`src/hdl/hd_mode_regs.vh`:
```
// Offsets, field positions, reset values and codes of the high definition mode bank
`ifndef HD_MODE_REGS_VH
`define HD_MODE_REGS_VH
`define OFS_MODE_ONE        8'h30
`define OFS_MODE_TWO        8'h31
`define OFS_MODE_THREE      8'h32
`define OFS_MODE_FOUR       8'h33
`define OFS_MODE_FIVE       8'h34
`define OFS_MODE_SIX        8'h35
`define OFS_LUMA_LEVEL      8'h36
`define OFS_RED_LEVEL       8'h37
`define OFS_BLUE_LEVEL      8'h38
`define RST_MODE_ONE        8'h00
`define RST_MODE_TWO        8'h00
`define RST_MODE_THREE      8'h00
`define RST_MODE_FOUR       8'h68
`define RST_MODE_FIVE       8'h48
`define RST_MODE_SIX        8'h00
`define RST_LUMA_LEVEL      8'hA0
`define RST_RED_LEVEL       8'h80
`define RST_BLUE_LEVEL      8'h80
`define LEVEL_LSB           0
`define LEVEL_RESERVED      2'h3
`define SYNC_EMBED_BIT      2
`define STD_LSB             3
`define STD_NONSTD          5'h01
`define STD_RSVD_A          5'h0B
`define STD_RSVD_B          5'h0C
`define STD_LAST            5'h12
`define PDV_BIT             0
`define OVS_BIT             1
`define TP_EN_BIT           2
`define TP_FLAT_BIT         3
`define VBI_OPEN_BIT        4
`define LUMA_DLY_LSB        0
`define CHROMA_DLY_LSB      3
`define CGMS_EN_BIT         6
`define CGMS_CRC_BIT        7
`define SINC_BIT            3
`define TRST_BIT            0
`define HS_CTL_BIT          1
`define VS_CTL_BIT          2
`define RSVD5_BIT           5
`define VSIN_SEL_BIT        6
`define CNT_FREE_BIT        7
`define SWAP_BIT            3
`define GAMMA_B_BIT         4
`define GAMMA_EN_BIT        5
`define AF_MODE_BIT         6
`define AF_EN_BIT           7
`endif

```
`src/hdl/hd_video_mode_registers.v`:
```
// High definition video mode register bank with its decoded controls
`timescale 1ns/10ps
// ****************************************************************
// How it works
// - Level field picks component, alternative, full range
// - Sync from embedded codes or external pins
// - Vertical select bit: field indicator or vsync
// - Five-bit standard picks timing; others reserved
// - Pixel data valid bit switches function
// - Oversample bit: zero four times, one twice
// - Test pattern enable replaces incoming video
// - Pattern type bit: hatch or flat field
// - Bit passes active data through blanking interval
// - Luma and colour delay by cycle counts
// - Separate copy data and checksum enables
// - Sinc filter enable for all DACs
// - Timing reset bit holds counters cleared
// - One bit per sync output pin choice
// - Counter mode: standard update or free running
// - Swap bit exchanges colour difference DACs
// - Curve select picks gamma curve A/B
// - Gamma applied only when enable set
// - Adaptive mode used only when enabled
// - Three pattern levels, resets A0, 80, 80
// - Free running wraps only while timing reset is clear
// - Pattern levels effective only with pattern enabled
// ****************************************************************
`include "hd_mode_regs.vh"
module hd_video_mode_registers (
  input  wire       clk,
  input  wire       rst,
  input  wire       clk_en,
  input  wire       wr_en,
  input  wire [7:0] wr_addr,
  input  wire [7:0] wr_data,
  input  wire [7:0] rd_addr,
  output reg  [7:0] rd_data,
  output wire       rd_valid,
  output reg  [1:0] level_mode,
  output reg        level_reserved,
  output reg        sync_embedded,
  output reg        ext_vsync_is_vsync,
  output reg        ext_vsync_is_field,
  output reg  [4:0] video_std,
  output reg        std_nonstandard,
  output reg        std_reserved,
  output reg        pixel_valid_on,
  output reg        oversample_2x,
  output reg        pattern_on,
  output reg        pattern_flat,
  output reg        vbi_open,
  output reg  [2:0] luma_delay,
  output reg  [2:0] chroma_delay,
  output reg        cgms_on,
  output reg        cgms_crc_on,
  output reg        sinc_on,
  output reg        timing_hold,
  output reg        hsync_out_sel,
  output reg        vsync_out_sel,
  output reg        counter_free,
  output reg        dac_swap,
  output reg        gamma_on,
  output reg        gamma_curve_b,
  output reg        adapt_on,
  output reg        adapt_mode_b,
  output reg  [7:0] pat_luma,
  output reg  [7:0] pat_red,
  output reg  [7:0] pat_blue,
  output reg        wrap_external
);

  reg [7:0] mode1_q;
  reg [7:0] mode2_q;
  reg [7:0] mode3_q;
  reg [7:0] mode4_q;
  reg [7:0] mode5_q;
  reg [7:0] mode6_q;
  reg [7:0] luma_q;
  reg [7:0] red_q;
  reg [7:0] blue_q;
  reg [4:0] std_safe;

  // ****************************************************************
  // Address decode
  // ****************************************************************
  function in_bank;
    input [7:0] a;
    begin
      in_bank = (a >= `OFS_MODE_ONE) && (a <= `OFS_BLUE_LEVEL);
    end
  endfunction

  // One hit per register; the enable term carries the freeze
  function wr_hit;
    input       en;
    input [7:0] a;
    input [7:0] ofs;
    begin
      wr_hit = en && (a == ofs);
    end
  endfunction

  assign rd_valid = in_bank(rd_addr);

  // ****************************************************************
  // Register writes
  // ****************************************************************
  always @(posedge clk or posedge rst) begin
    if (rst) begin
      mode1_q <= `RST_MODE_ONE;
    end else if (wr_hit(clk_en & wr_en, wr_addr, `OFS_MODE_ONE)) begin
      mode1_q <= wr_data;
    end
  end

  always @(posedge clk or posedge rst) begin
    if (rst) begin
      mode2_q <= `RST_MODE_TWO;
    end else if (wr_hit(clk_en & wr_en, wr_addr, `OFS_MODE_TWO)) begin
      mode2_q <= wr_data;
    end
  end

  always @(posedge clk or posedge rst) begin
    if (rst) begin
      mode3_q <= `RST_MODE_THREE;
    end else if (wr_hit(clk_en & wr_en, wr_addr, `OFS_MODE_THREE)) begin
      mode3_q <= wr_data;
    end
  end

  always @(posedge clk or posedge rst) begin
    if (rst) begin
      mode4_q <= `RST_MODE_FOUR;
    end else if (wr_hit(clk_en & wr_en, wr_addr, `OFS_MODE_FOUR)) begin
      mode4_q <= wr_data;
    end
  end

  // Reserved bit is kept at zero in case the host slips
  always @(posedge clk or posedge rst) begin
    if (rst) begin
      mode5_q <= `RST_MODE_FIVE;
    end else if (wr_hit(clk_en & wr_en, wr_addr, `OFS_MODE_FIVE)) begin
      mode5_q <= wr_data & ~(8'h01 << `RSVD5_BIT);
    end
  end

  always @(posedge clk or posedge rst) begin
    if (rst) begin
      mode6_q <= `RST_MODE_SIX;
    end else if (wr_hit(clk_en & wr_en, wr_addr, `OFS_MODE_SIX)) begin
      mode6_q <= wr_data;
    end
  end

  always @(posedge clk or posedge rst) begin
    if (rst) begin
      luma_q <= `RST_LUMA_LEVEL;
    end else if (wr_hit(clk_en & wr_en, wr_addr, `OFS_LUMA_LEVEL)) begin
      luma_q <= wr_data;
    end
  end

  always @(posedge clk or posedge rst) begin
    if (rst) begin
      red_q <= `RST_RED_LEVEL;
    end else if (wr_hit(clk_en & wr_en, wr_addr, `OFS_RED_LEVEL)) begin
      red_q <= wr_data;
    end
  end

  always @(posedge clk or posedge rst) begin
    if (rst) begin
      blue_q <= `RST_BLUE_LEVEL;
    end else if (wr_hit(clk_en & wr_en, wr_addr, `OFS_BLUE_LEVEL)) begin
      blue_q <= wr_data;
    end
  end

  // ****************************************************************
  // Read back
  // ****************************************************************
  always @(posedge clk or posedge rst) begin
    if (rst) begin
      rd_data <= 8'h00;
    end else if (clk_en) begin
      case (rd_addr)
        `OFS_MODE_ONE:   rd_data <= mode1_q;
        `OFS_MODE_TWO:   rd_data <= mode2_q;
        `OFS_MODE_THREE: rd_data <= mode3_q;
        `OFS_MODE_FOUR:  rd_data <= mode4_q;
        `OFS_MODE_FIVE:  rd_data <= mode5_q;
        `OFS_MODE_SIX:   rd_data <= mode6_q;
        `OFS_LUMA_LEVEL: rd_data <= luma_q;
        `OFS_RED_LEVEL:  rd_data <= red_q;
        `OFS_BLUE_LEVEL: rd_data <= blue_q;
        default:         rd_data <= 8'h00;
      endcase
    end
  end

  // ****************************************************************
  // Standard decode
  // ****************************************************************
  // Reserved codes fall back to nonstandard timing so no undefined
  // timing state can reach the generator
  always @* begin
    std_safe = mode1_q[`STD_LSB +: 5];
    if (std_safe > `STD_LAST || std_safe == `STD_RSVD_A ||
        std_safe == `STD_RSVD_B) begin
      std_safe = `STD_NONSTD;
    end
  end

  // ****************************************************************
  // Level, sync source and standard controls
  // ****************************************************************
  always @(posedge clk or posedge rst) begin
    if (rst) begin
      level_mode         <= 2'h0;
      level_reserved     <= 1'b0;
      sync_embedded      <= 1'b0;
      ext_vsync_is_vsync <= 1'b0;
      ext_vsync_is_field <= 1'b0;
      video_std          <= 5'h00;
      std_nonstandard    <= 1'b0;
      std_reserved       <= 1'b0;
    end else if (clk_en) begin
      level_mode     <= mode1_q[`LEVEL_LSB +: 2];
      level_reserved <= mode1_q[`LEVEL_LSB +: 2] == `LEVEL_RESERVED;
      sync_embedded  <= mode1_q[`SYNC_EMBED_BIT];
      ext_vsync_is_vsync <= ~mode1_q[`SYNC_EMBED_BIT] &
                            mode5_q[`VSIN_SEL_BIT];
      ext_vsync_is_field <= ~mode1_q[`SYNC_EMBED_BIT] &
                            ~mode5_q[`VSIN_SEL_BIT];
      video_std      <= std_safe;
      std_nonstandard <= std_safe == `STD_NONSTD;
      std_reserved   <= std_safe != mode1_q[`STD_LSB +: 5];
    end
  end

  // ****************************************************************
  // Pixel and test pattern controls
  // ****************************************************************
  always @(posedge clk or posedge rst) begin
    if (rst) begin
      pixel_valid_on     <= 1'b0;
      oversample_2x      <= 1'b0;
      pattern_on         <= 1'b0;
      pattern_flat       <= 1'b0;
      vbi_open           <= 1'b0;
    end else if (clk_en) begin
      pixel_valid_on <= mode2_q[`PDV_BIT];
      oversample_2x  <= mode2_q[`OVS_BIT];
      pattern_on     <= mode2_q[`TP_EN_BIT];
      pattern_flat   <= mode2_q[`TP_FLAT_BIT];
      vbi_open       <= mode2_q[`VBI_OPEN_BIT];
    end
  end

  // ****************************************************************
  // Delay and copy data controls
  // ****************************************************************
  always @(posedge clk or posedge rst) begin
    if (rst) begin
      luma_delay         <= 3'h0;
      chroma_delay       <= 3'h0;
      cgms_on            <= 1'b0;
      cgms_crc_on        <= 1'b0;
    end else if (clk_en) begin
      luma_delay     <= mode3_q[`LUMA_DLY_LSB +: 3];
      chroma_delay   <= mode3_q[`CHROMA_DLY_LSB +: 3];
      cgms_on        <= mode3_q[`CGMS_EN_BIT];
      cgms_crc_on    <= mode3_q[`CGMS_CRC_BIT];
    end
  end

  // ****************************************************************
  // Output filter control
  // ****************************************************************
  always @(posedge clk or posedge rst) begin
    if (rst) begin
      sinc_on            <= 1'b0;
    end else if (clk_en) begin
      sinc_on        <= mode4_q[`SINC_BIT];
    end
  end

  // ****************************************************************
  // Timing counter and sync output controls
  // ****************************************************************
  always @(posedge clk or posedge rst) begin
    if (rst) begin
      timing_hold        <= 1'b0;
      hsync_out_sel      <= 1'b0;
      vsync_out_sel      <= 1'b0;
      counter_free       <= 1'b0;
      wrap_external      <= 1'b0;
    end else if (clk_en) begin
      timing_hold    <= mode5_q[`TRST_BIT];
      hsync_out_sel  <= mode5_q[`HS_CTL_BIT];
      vsync_out_sel  <= mode5_q[`VS_CTL_BIT];
      counter_free   <= mode5_q[`CNT_FREE_BIT];
      // Free running wrap only needs the timing reset bit to be clear
      wrap_external  <= mode5_q[`CNT_FREE_BIT] &
                        ~mode5_q[`TRST_BIT];
    end
  end

  // ****************************************************************
  // Colour, gamma and adaptive filter controls
  // ****************************************************************
  always @(posedge clk or posedge rst) begin
    if (rst) begin
      dac_swap           <= 1'b0;
      gamma_on           <= 1'b0;
      gamma_curve_b      <= 1'b0;
      adapt_on           <= 1'b0;
      adapt_mode_b       <= 1'b0;
    end else if (clk_en) begin
      dac_swap       <= mode6_q[`SWAP_BIT];
      gamma_curve_b  <= mode6_q[`GAMMA_B_BIT];
      gamma_on       <= mode6_q[`GAMMA_EN_BIT];
      adapt_on       <= mode6_q[`AF_EN_BIT];
      adapt_mode_b   <= mode6_q[`AF_EN_BIT] &
                        mode6_q[`AF_MODE_BIT];
    end
  end

  // ****************************************************************
  // Test pattern levels
  // ****************************************************************
  // Level outputs are zero when no pattern runs; readback still returns the registers
  always @(posedge clk or posedge rst) begin
    if (rst) begin
      pat_luma           <= 8'h00;
      pat_red            <= 8'h00;
      pat_blue           <= 8'h00;
    end else if (clk_en) begin
      pat_luma <= mode2_q[`TP_EN_BIT] ? luma_q : 8'h00;
      pat_red  <= mode2_q[`TP_EN_BIT] ? red_q  : 8'h00;
      pat_blue <= mode2_q[`TP_EN_BIT] ? blue_q : 8'h00;
    end
  end

endmodule // hd_video_mode_registers

```
`config.mk`:
```
export PLATFORM = sky130hd
export DESIGN_NAME = hd_video_mode_registers
export DESIGN_NICKNAME = d
export VERILOG_FILES = /design/src/hdl/hd_video_mode_registers.v
export VERILOG_INCLUDE_DIRS = /design/src /design/src/hdl
export SDC_FILE = /design/constraint.sdc
export NUM_CORES = 1
export LEC_CHECK = 0
export BUFFER_PORTS_ARGS = -buffer_cell sky130_fd_sc_hd__buf_4
export CAP_MARGIN = 5
export CORE_MARGIN = 5
export CORE_UTILIZATION = 40
export DETAILED_ROUTE_END_ITERATION = 10
export PLACE_DENSITY = 0.58
export SLEW_MARGIN = 20
export SYNTH_ARGS = -nofsm -noshare
export SYNTH_HDL_FRONTEND = slang
export SYNTH_SLANG_ARGS = --single-unit
```
`constraint.sdc`:
```
create_clock -name clk -period 5.47 [get_ports clk]
set_input_delay 0.2735 -clock clk [delete_from_list [all_inputs] [get_ports clk]]
set_output_delay 0.2735 -clock clk [all_outputs]
set_load 0.05 [all_outputs]
```
# After elaboration in Yosys (flattened, before gate mapping)
# Cells that the tools add are included.
[classes]
order_cmp = 3
eq_ne = 23
muxes = 5
bitwise = 8
reduce_logical = 12
[op_table]
columns = ["op", "n"]
rows = [
  ["$eq A8 B6 Y1 const B", 18],
  ["$pmux W8 S9", 1],
  ["$mux W8", 3],
  ["$eq A5 B4 Y1 const B", 2],
  ["$logic_and A1 B1 Y1", 10],
  ["$ge A8 B6 Y1 const B", 1],
  ["$le A8 B6 Y1 const B", 1],
  ["$and A1 B1 Y1", 5],
  ["$eq A5 B1 Y1 const B", 1],
  ["$gt A5 B5 Y1 const B", 1],
  ["$mux W5", 1],
  ["$ne A5 B5 Y1", 1],
  ["$not A1 Y1", 3],
  ["$eq A2 B2 Y1 const B", 1],
  ["$logic_or A1 B1 Y1", 2],
]
[totals]
regBits = 140
in_bits = 28
out_inout_bits = 70
elab_cells = 92

# Longest topological paths before layout
# Gate-level depths: netlist of the first run.
[logic_depth]
depth_word = 5
mapped_depth = 7
ltp_nobuf = 4

# Least setup slack after synthesis of the first run
# Ideal clock, no wire load.
[synth_timing]
path_kind = "input -> register"
from = "in rd_addr[1]"
to = "reg rd_data[5]"
setup_ns = 0.125
arrival_ns = 1.401
required_time_ns = 5.345
path_slack_ns = 3.945
cell_stages = 5
n_path_buf = 1
cell_sequence = "buf_2 -> mux4_2 -> a22oi_1 -> a211oi_1 -> mux2_2"
[synth_between]
elab_chain_cells = 2
elab_cells_between_ends = 10
cone_classes = "eq/ne (9); mux (1)"
[synth_lines]
columns = ["element", "line", "text"]
rows = [
  ["start, declared", "hd_video_mode_registers.v:36", "input wire [7:0] rd_addr,"],
  ["$eq A8 B6 Y1", "hd_video_mode_registers.v:188", "case (rd_addr)"],
  ["$pmux W8 S9 (*)", "hd_video_mode_registers.v:188", ""],
  ["end signal, assigned", "hd_video_mode_registers.v:189", "`OFS_MODE_ONE: rd_data <= mode1_q;"],
  ["end signal, assigned", "hd_video_mode_registers.v:190", "`OFS_MODE_TWO: rd_data <= mode2_q;"],
  ["end signal, assigned", "hd_video_mode_registers.v:191", "`OFS_MODE_THREE: rd_data <= mode3_q;"],
  ["end, declared", "hd_video_mode_registers.v:37", "output reg [7:0] rd_data,"],
]
# Mark *: on every way between the ends. The rest lies on a longest branch, timed or not.
# A chain may end at the register's enable or synchronous reset.

==> metrics.md, run 1 <==
| Metric | Value |
|---|---|
| Clock Pin Slew Worst Setup and Hold Paths | 60 ps |
| Pins Over Slew Limit | 0 |
| Post-synth EDFFs | 0 |
| Starting density of the core | 0.408 |
| Area taken by flip-flops and latches | 3510 um^2 |
| Final WL | 15,800 um |
| Total negative slack | 0 ps |
| Largest stage delay, worst path | 850 ps |
| First-pass GRT wire length | 25,200 um |
| Cell with the most instances after synthesis | dfrtp_1 |
| Largest area contributor in the netlist | dfrtp_1 |
| Row cnt | 45 |
| Largest net degree at the start of global routing | 76 |
| Final core occ | 0.504 |
| Max IR drop VDD | 221 uV |
| Port-buffer cells | 97 |
| Vias in the first global route | 4,341 |
| Synth Instances | 481 |
| Post-Syn Area | 6170 um^2 |
| Slowest stage cell, crit path | buf_4 |
| Final Skew | 7.86 ps |
| Post-Syn Area per Cell | 12.8 um^2 |
| Worst hold endpoint | mode2_q[1] |
| Leakage Power | 3.71 nW |
| DRC viols | 0 |
| Pwr Density | 314 nW/um^2 |
| Startpoint types | input pin |
| Reg2reg path depth | 4 |
| Final setup margin | 3610 ps |
| Clk_lat worst skew | 420 ps |
| Mapped Nets | 509 |
| Post-DP HPWL | 11,000 um |
| Min-delay src | wr_data[1] |
| P&R area growth vs syn | 23.6% |
| Root Driver | clkbuf_16 |
| Post-synthesis sequential area ratio | 0.569 |
| Chip Height | 134 um |
| Hold WC Path Type | input pin to flop |
| Rel. slew slack | 0.327 |
| Crit-path most repeated cell | buf_4 |
| Fin nets | 600 |
| Crit-path max FO | 75 |
| Status | finished clean |
| Gr usage total | 0.181 |
| CTS tree | done |
| Clk sinks | 140 |
| Crit Path Category | input pin to async pin |
| Slew @ Worst Pin | 1000 ps |
| FF+latch count, synth | 140 |
| Die area | 18,000 um^2 |
| Synth area leaders | dfrtp_1, mux2_2, dfstp_2 |
| Final Power | 2.40 mW |
| Grt ovf | 0 |
| Worst Path Required | 5870 ps |
| Critical-path cell list | dlygate4sd3_1 -> buf_4 -> inv_6 -> buf_4 |
| Chip width | 134 um |
| Detailed-route via count | 4,181 |
| Max Fclk | 538 MHz |
| Top Ports | 98 |
| Flop2flop setup slack | 3860 ps |
| Synth async-reset ratio | 1.00 |
| Share of cells above drive strength 1 | 0.438 |
| Post-place setup slack | 3320 ps |
| Arr. time, crit path | 2260 ps |
| Final hold violations | 0 |
| Final period util | 0.340 |
| Max clock buf depth | 2 |
| Tmin final | 1860 ps |
| Cts bufs inserted | 17 |
| Hold Crit Depth | 2 |
| RSZ-0062 raised after global routing | false |
| Ys flop type | dfrtp_1 |
| Core area | 15,100 um^2 |
| Yosys synthesis warning count | 0 |
| Worst r2r src | red_q[5] |
| Final std cells w/o fill | 773 |
| Placed Instances | 740 |
| Multi-input gate area | 2410 um^2 |
| Post-DR vias/cell | 5.41 |
| Antenna Cells | 0 |
| Fill cells | 1,380 |
| Starting DRT DRC Count | 208 |
| Crit. End Element | async pin |
| # Post-CTS Setup Buffers | 0 |
| Worst reg2reg endpoint | rd_data[5] |
| Top cell type's share of synthesized area | 0.531 |
| Wire per inst | 20.4 um |
| Distinct cells, synth | 55 |
| First drt pass iteration count | 4 |
| Final setup viols | 0 |
| Max_cap viols | 0 |
| Synth cell count leaders | dfrtp_1, mux2_2, o21ai_0 |
| Post-route ant nets | 0 |
| Final Wtd Congestion | 0.861 |
| # H-tree levels | 4 |
| Initial antenna violation count | 0 |
layout by cell type, fill, tap and decap left out, drive strengths merged, types with 4 or more instances in the layout:
master | netlist | routed
inv | 33 | 33
dfrtp | 131 | 131
buf | 13 | 99
nor2 | 9 | 9
nor2b | 4 | 4
dfstp | 9 | 9
o2bb2ai | 6 | 6
o21ai | 33 | 33
a22oi | 5 | 5
clkbuf | 15 | 22
a21oi | 6 | 6
a22o | 6 | 6
nand3b | 6 | 6
a221oi | 5 | 5
mux2i | 10 | 10
nand3 | 27 | 27
nand2 | 9 | 9
nor3 | 4 | 4
a31oi | 6 | 6
clkinvlp | 0 | 6
mux2 | 104 | 104
per-stage QoR:
step / cell area, um^2 / hold slack [ps]
final: 7630 / 185
after global placement: 7030 / 372
after floorplan: 6170 / 424
after global routing: 7630 / 172
after detailed placement: 7030 / 385
after CTS: 7630 / 175
cell families (layout without fill, tap and decap cells):
kind of cell | Yosys count | in the layout | share of synthesized area
AO/OA/AOI/OAI | 86 | 86 | 0.0954
buffers and inverters | 61 | 165 | 0.0401
flip-flops | 140 | 140 | 0.569
multiplexers | 115 | 115 | 0.210
AND/OR/NAND/NOR | 79 | 79 | 0.0857
layer usage:
layer / GRT usage / wire length (um) / vias to the layer above
li1: - / - / 1942
met1: 0.260 / 7530 / 2118
met2: 0.274 / 7320 / 97
met3: 0.0379 / 583 / 24
met4: 0.0622 / 309 / 0
met5: 0 / 0 / -
worst max path at each step:
stage	startpoint	endpoint	slack (ps)	cells past startpoint
floorplan	rst	adapt_mode_b	1460	1
global placement	clk_en	mode3_q[2]	3380	5
detailed placement	clk_en	mode3_q[2]	3320	5
CTS	rst	std_reserved	3530	4
global route	rst	std_reserved	3240	4
finish	rst	std_reserved	3610	4
power by group:
part / total, mW / switching (mW) / internal, mW
combinational: 0.181 / 0.119 / 0.0615
clock: 1.13 / 0.428 / 0.705
sequential: 1.08 / 0.0216 / 1.06
layout make-up:
cell class                      instances  area share
Clock buffer                           22      0.0621
Inverter                               33      0.0169
Sequential cell                       140       0.460
Timing Repair Buffer                  100      0.0987
Clock inverter                         10      0.0151
Tap cell                              188      0.0308
Multi-Input combinational cell        280       0.316
critical path: cells and delay by family:
family,cells,cell delay (ps)
buf+inv,4,1940
timing repair:
action,in CTS,in global routing
gates resized for setup,0,0
endpoints found under the hold margin,60,0
hold buffers,1,0
No activity file was read; power rests on OpenSTA's default activity.
==> run 2, diff against run 1 <==
- clock period: 5.47 -> 1.8 ns (I/O delays scaled with it)
==> metrics.md, run 2 (synthesis results as in run 1) <==
| Metric | Value |
|---|---|
| Placed Area | 7150 um^2 (+1.6%) |
| Final period util | 0.864 |
| Starting DRT DRC Count | 309 (+49%) |
| Most common cell after layout, fill and taps aside | dfrtp_1 |
| Seq pwr share | 0.447 (-0.005) |
| Clock group share of total power | 0.474 (about the same) |
| Core area | 15,100 um^2 (unchanged) |
| # Post-CTS Setup Buffers | 0 (unchanged) |
| Startpoint types | flop |
| Clk_lat worst skew | 420 ps (about the same) |
| Max Fclk | 643 MHz |
| Gr usage total | 0.180 (-0.00145) |
| Pins Over Slew Limit | 0 (unchanged) |
| First drt pass iteration count | 4 (unchanged) |
| Max_cap viols | 0 (unchanged) |
| Post-place setup slack | 184 ps (-3140 ps) |
| Post-route ant nets | 0 (unchanged) |
| Finished Cell Area | 7760 um^2 (+1.6%) |
| P&R area growth vs syn | 25.6% |
| Final setup viols | 0 (unchanged) |
| Clock Pin Slew Worst Setup and Hold Paths | 60 ps (about the same) |
| Antenna Cells | 0 (unchanged) |
| Sw Share | 0.239 (+0.00207) |
| Fin nets | 612 (+2.0%) |
| First-pass GRT wire length | 25,000 um (-0.82%) |
| Comb pwr share | 0.079 (+0.004) |
| Chip width | 134 um (unchanged) |
| Row cnt | 45 (unchanged) |
| Largest net degree at the start of global routing | 86 (+13%) |
| Die area | 18,000 um^2 (unchanged) |
| Worst Path Required | 2100 ps (-3770 ps) |
| Clk sinks | 140 (unchanged) |
| Max IR drop VDD | 674 uV (+200%) |
| Top Ports | 98 (unchanged) |
| Max clock buf depth | 2 (unchanged) |
| Vias in the first global route | 4,327 (-0.32%) |
| Slowest stage cell, crit path | mux4_2 |
| Leakage Power | 3.80 nW (+2.2%) |
| Hold WC Path Type | input pin to flop |
| Final hold violations | 0 (unchanged) |
| Post-DR vias/cell | 5.35 (-1.0%) |
| Starting density of the core | 0.408 (unchanged) |
| Final setup margin | 244 ps (-3370 ps) |
| Status | finished clean |
| Final hold slack | 22.3 ps (-163 ps) |
| Port-buffer cells | 97 (unchanged) |
| Crit-path max FO | 3 (-96%) |
| RSZ-0062 raised after global routing | false |
| Final Wtd Congestion | 0.859 (-0.29%) |
| Crit path buffers/inverters | 0 (-4) |
| CTS tree | done |
| Arr. time, crit path | 1860 ps (-400 ps) |
| Pint | 5.59 mW (+210%) |
| Critical-path cell list | mux4_2 -> a22oi_1 -> a211oi_1 -> mux2_2 |
| Cell family with most CP delay | multiplexers |
| Most frequent cells in the layout | dfrtp_1, buf_4, mux2_2 |
| Rel. slew slack | 0.713 (+0.386) |
| Pwr Density | 947 nW/um^2 (+200%) |
| Final Skew | 5.70 ps (-2.16 ps) |
| Cts repair resizes | 0 (unchanged) |
| # H-tree levels | 4 (unchanged) |
| Initial antenna violation count | 0 (unchanged) |
| Cts bufs inserted | 17 (unchanged) |
| Wire per inst | 20.1 um (-1.4%) |
| Post-DP HPWL | 10,900 um (-0.94%) |
| Grt ovf | 0 (unchanged) |
| Tmin final | 1560 ps |
| Chip Height | 134 um (unchanged) |
| Root Driver | clkbuf_16 |
| Final WL | 15,800 um (+0.17%) |
| Share of cells above drive strength 1 | 0.447 (+0.00963) |
| Largest stage delay, worst path | 520 ps (-330 ps) |
| Crit. End Element | flop |
| Detailed-route via count | 4,202 (+0.50%) |
| NetSw | 1.76 mW (+210%) |
| Slew @ Worst Pin | 426 ps (-574 ps) |
| Crit Path Category | flop to flop |
| DRC viols | 0 (unchanged) |
==> run 2: cell count changes in the layout (fill, tap and decap cells not counted) <==
cell	change
clkinv_2	+6
dlygate4sd3_1	+2
buf_12	+3
clkinvlp_4	-2
buf_4	+7
clkbuf_1	-1
inv_6	-1
bufinv_16	+1
clkbuf_8	-3
==> run 2: layout make-up <==
cell class                 count  area, um^2
timing repair buffer         112         886
sequential                   140        3510
tap                          188         235
clock buffer                  18         429
multi-input combinational    280        2410
inverter                      33         128
clock inverter                14         153
fill                        1312        7390
==> run 2: repair_timing <==
| action | 4_1_cts | 5_1_grt |
|---|---|---|
| setup endpoints to repair | 0 | 0 |
| hold buffers | 3 | 0 |
| endpoints found under the hold margin | 148 | 0 |
==> run 2: power groups by stage <==
| stage | logic (mW) | clock network [mW] | registers [mW] |
|---|---|---|---|
| floorplan | 0.259 | 0 | 3.42 |
| global placement | 0.576 | 0 | 3.34 |
| detailed placement | 0.581 | 0 | 3.34 |
| CTS | 0.588 | 3.54 | 3.29 |
| global route | 0.627 | 3.66 | 3.29 |
| finish | 0.578 | 3.48 | 3.29 |
==> run 2: worst reg2reg max path, cell delays in order (launching register included) <==
cell	delay, ps
dfrtp_1	410
mux4_2	520
a22oi_1	160
a211oi_1	90
mux2_2	260
==> run 2: per-stage QoR <==
| stage | cells | utilization | power, mW | setup TNS (ps) |
|---|---|---|---|---|
| 4_1_cts | 785 | 0.512 | 7.42 | 0 |
| 2_1_floorplan | 481 | - | 3.68 | -4160 |
| 5_1_grt | 785 | 0.512 | 7.58 | 0 |
| 3_3_place_gp | 750 | 0.472 | 3.91 | 0 |
| 6_report | 785 | 0.512 | 7.34 | 0 |
| 3_5_place_dp | 750 | 0.472 | 3.92 | 0 |
==> run 2: routing by layer <==
layer	global-route usage	vias to the layer above	wire length, um
met5	0	-	0
met2	0.272	99	7210
met3	0.0413	21	675
li1	-	1968	-
met4	0.0633	0	317
met1	0.255	2114	7580
==> run 2: path summary, 6_finish.rpt <==
| path | start | end | slack [ps] | depth (start not counted) |
|---|---|---|---|---|
| max | red_q[5] | rd_data[5] | 240 | 4 |
| min | wr_data[2] | mode2_q[2] | 20 | 2 |
| max reg2reg | red_q[5] | rd_data[5] | 240 | 4 |
| min reg2reg | rd_data[3] | rd_data[3] | 500 | 1 |
| max in group asynchronous | rst | luma_q[5] | 1060 | 4 |
| min in group asynchronous | rst | mode2_q[3] | 350 | 4 |
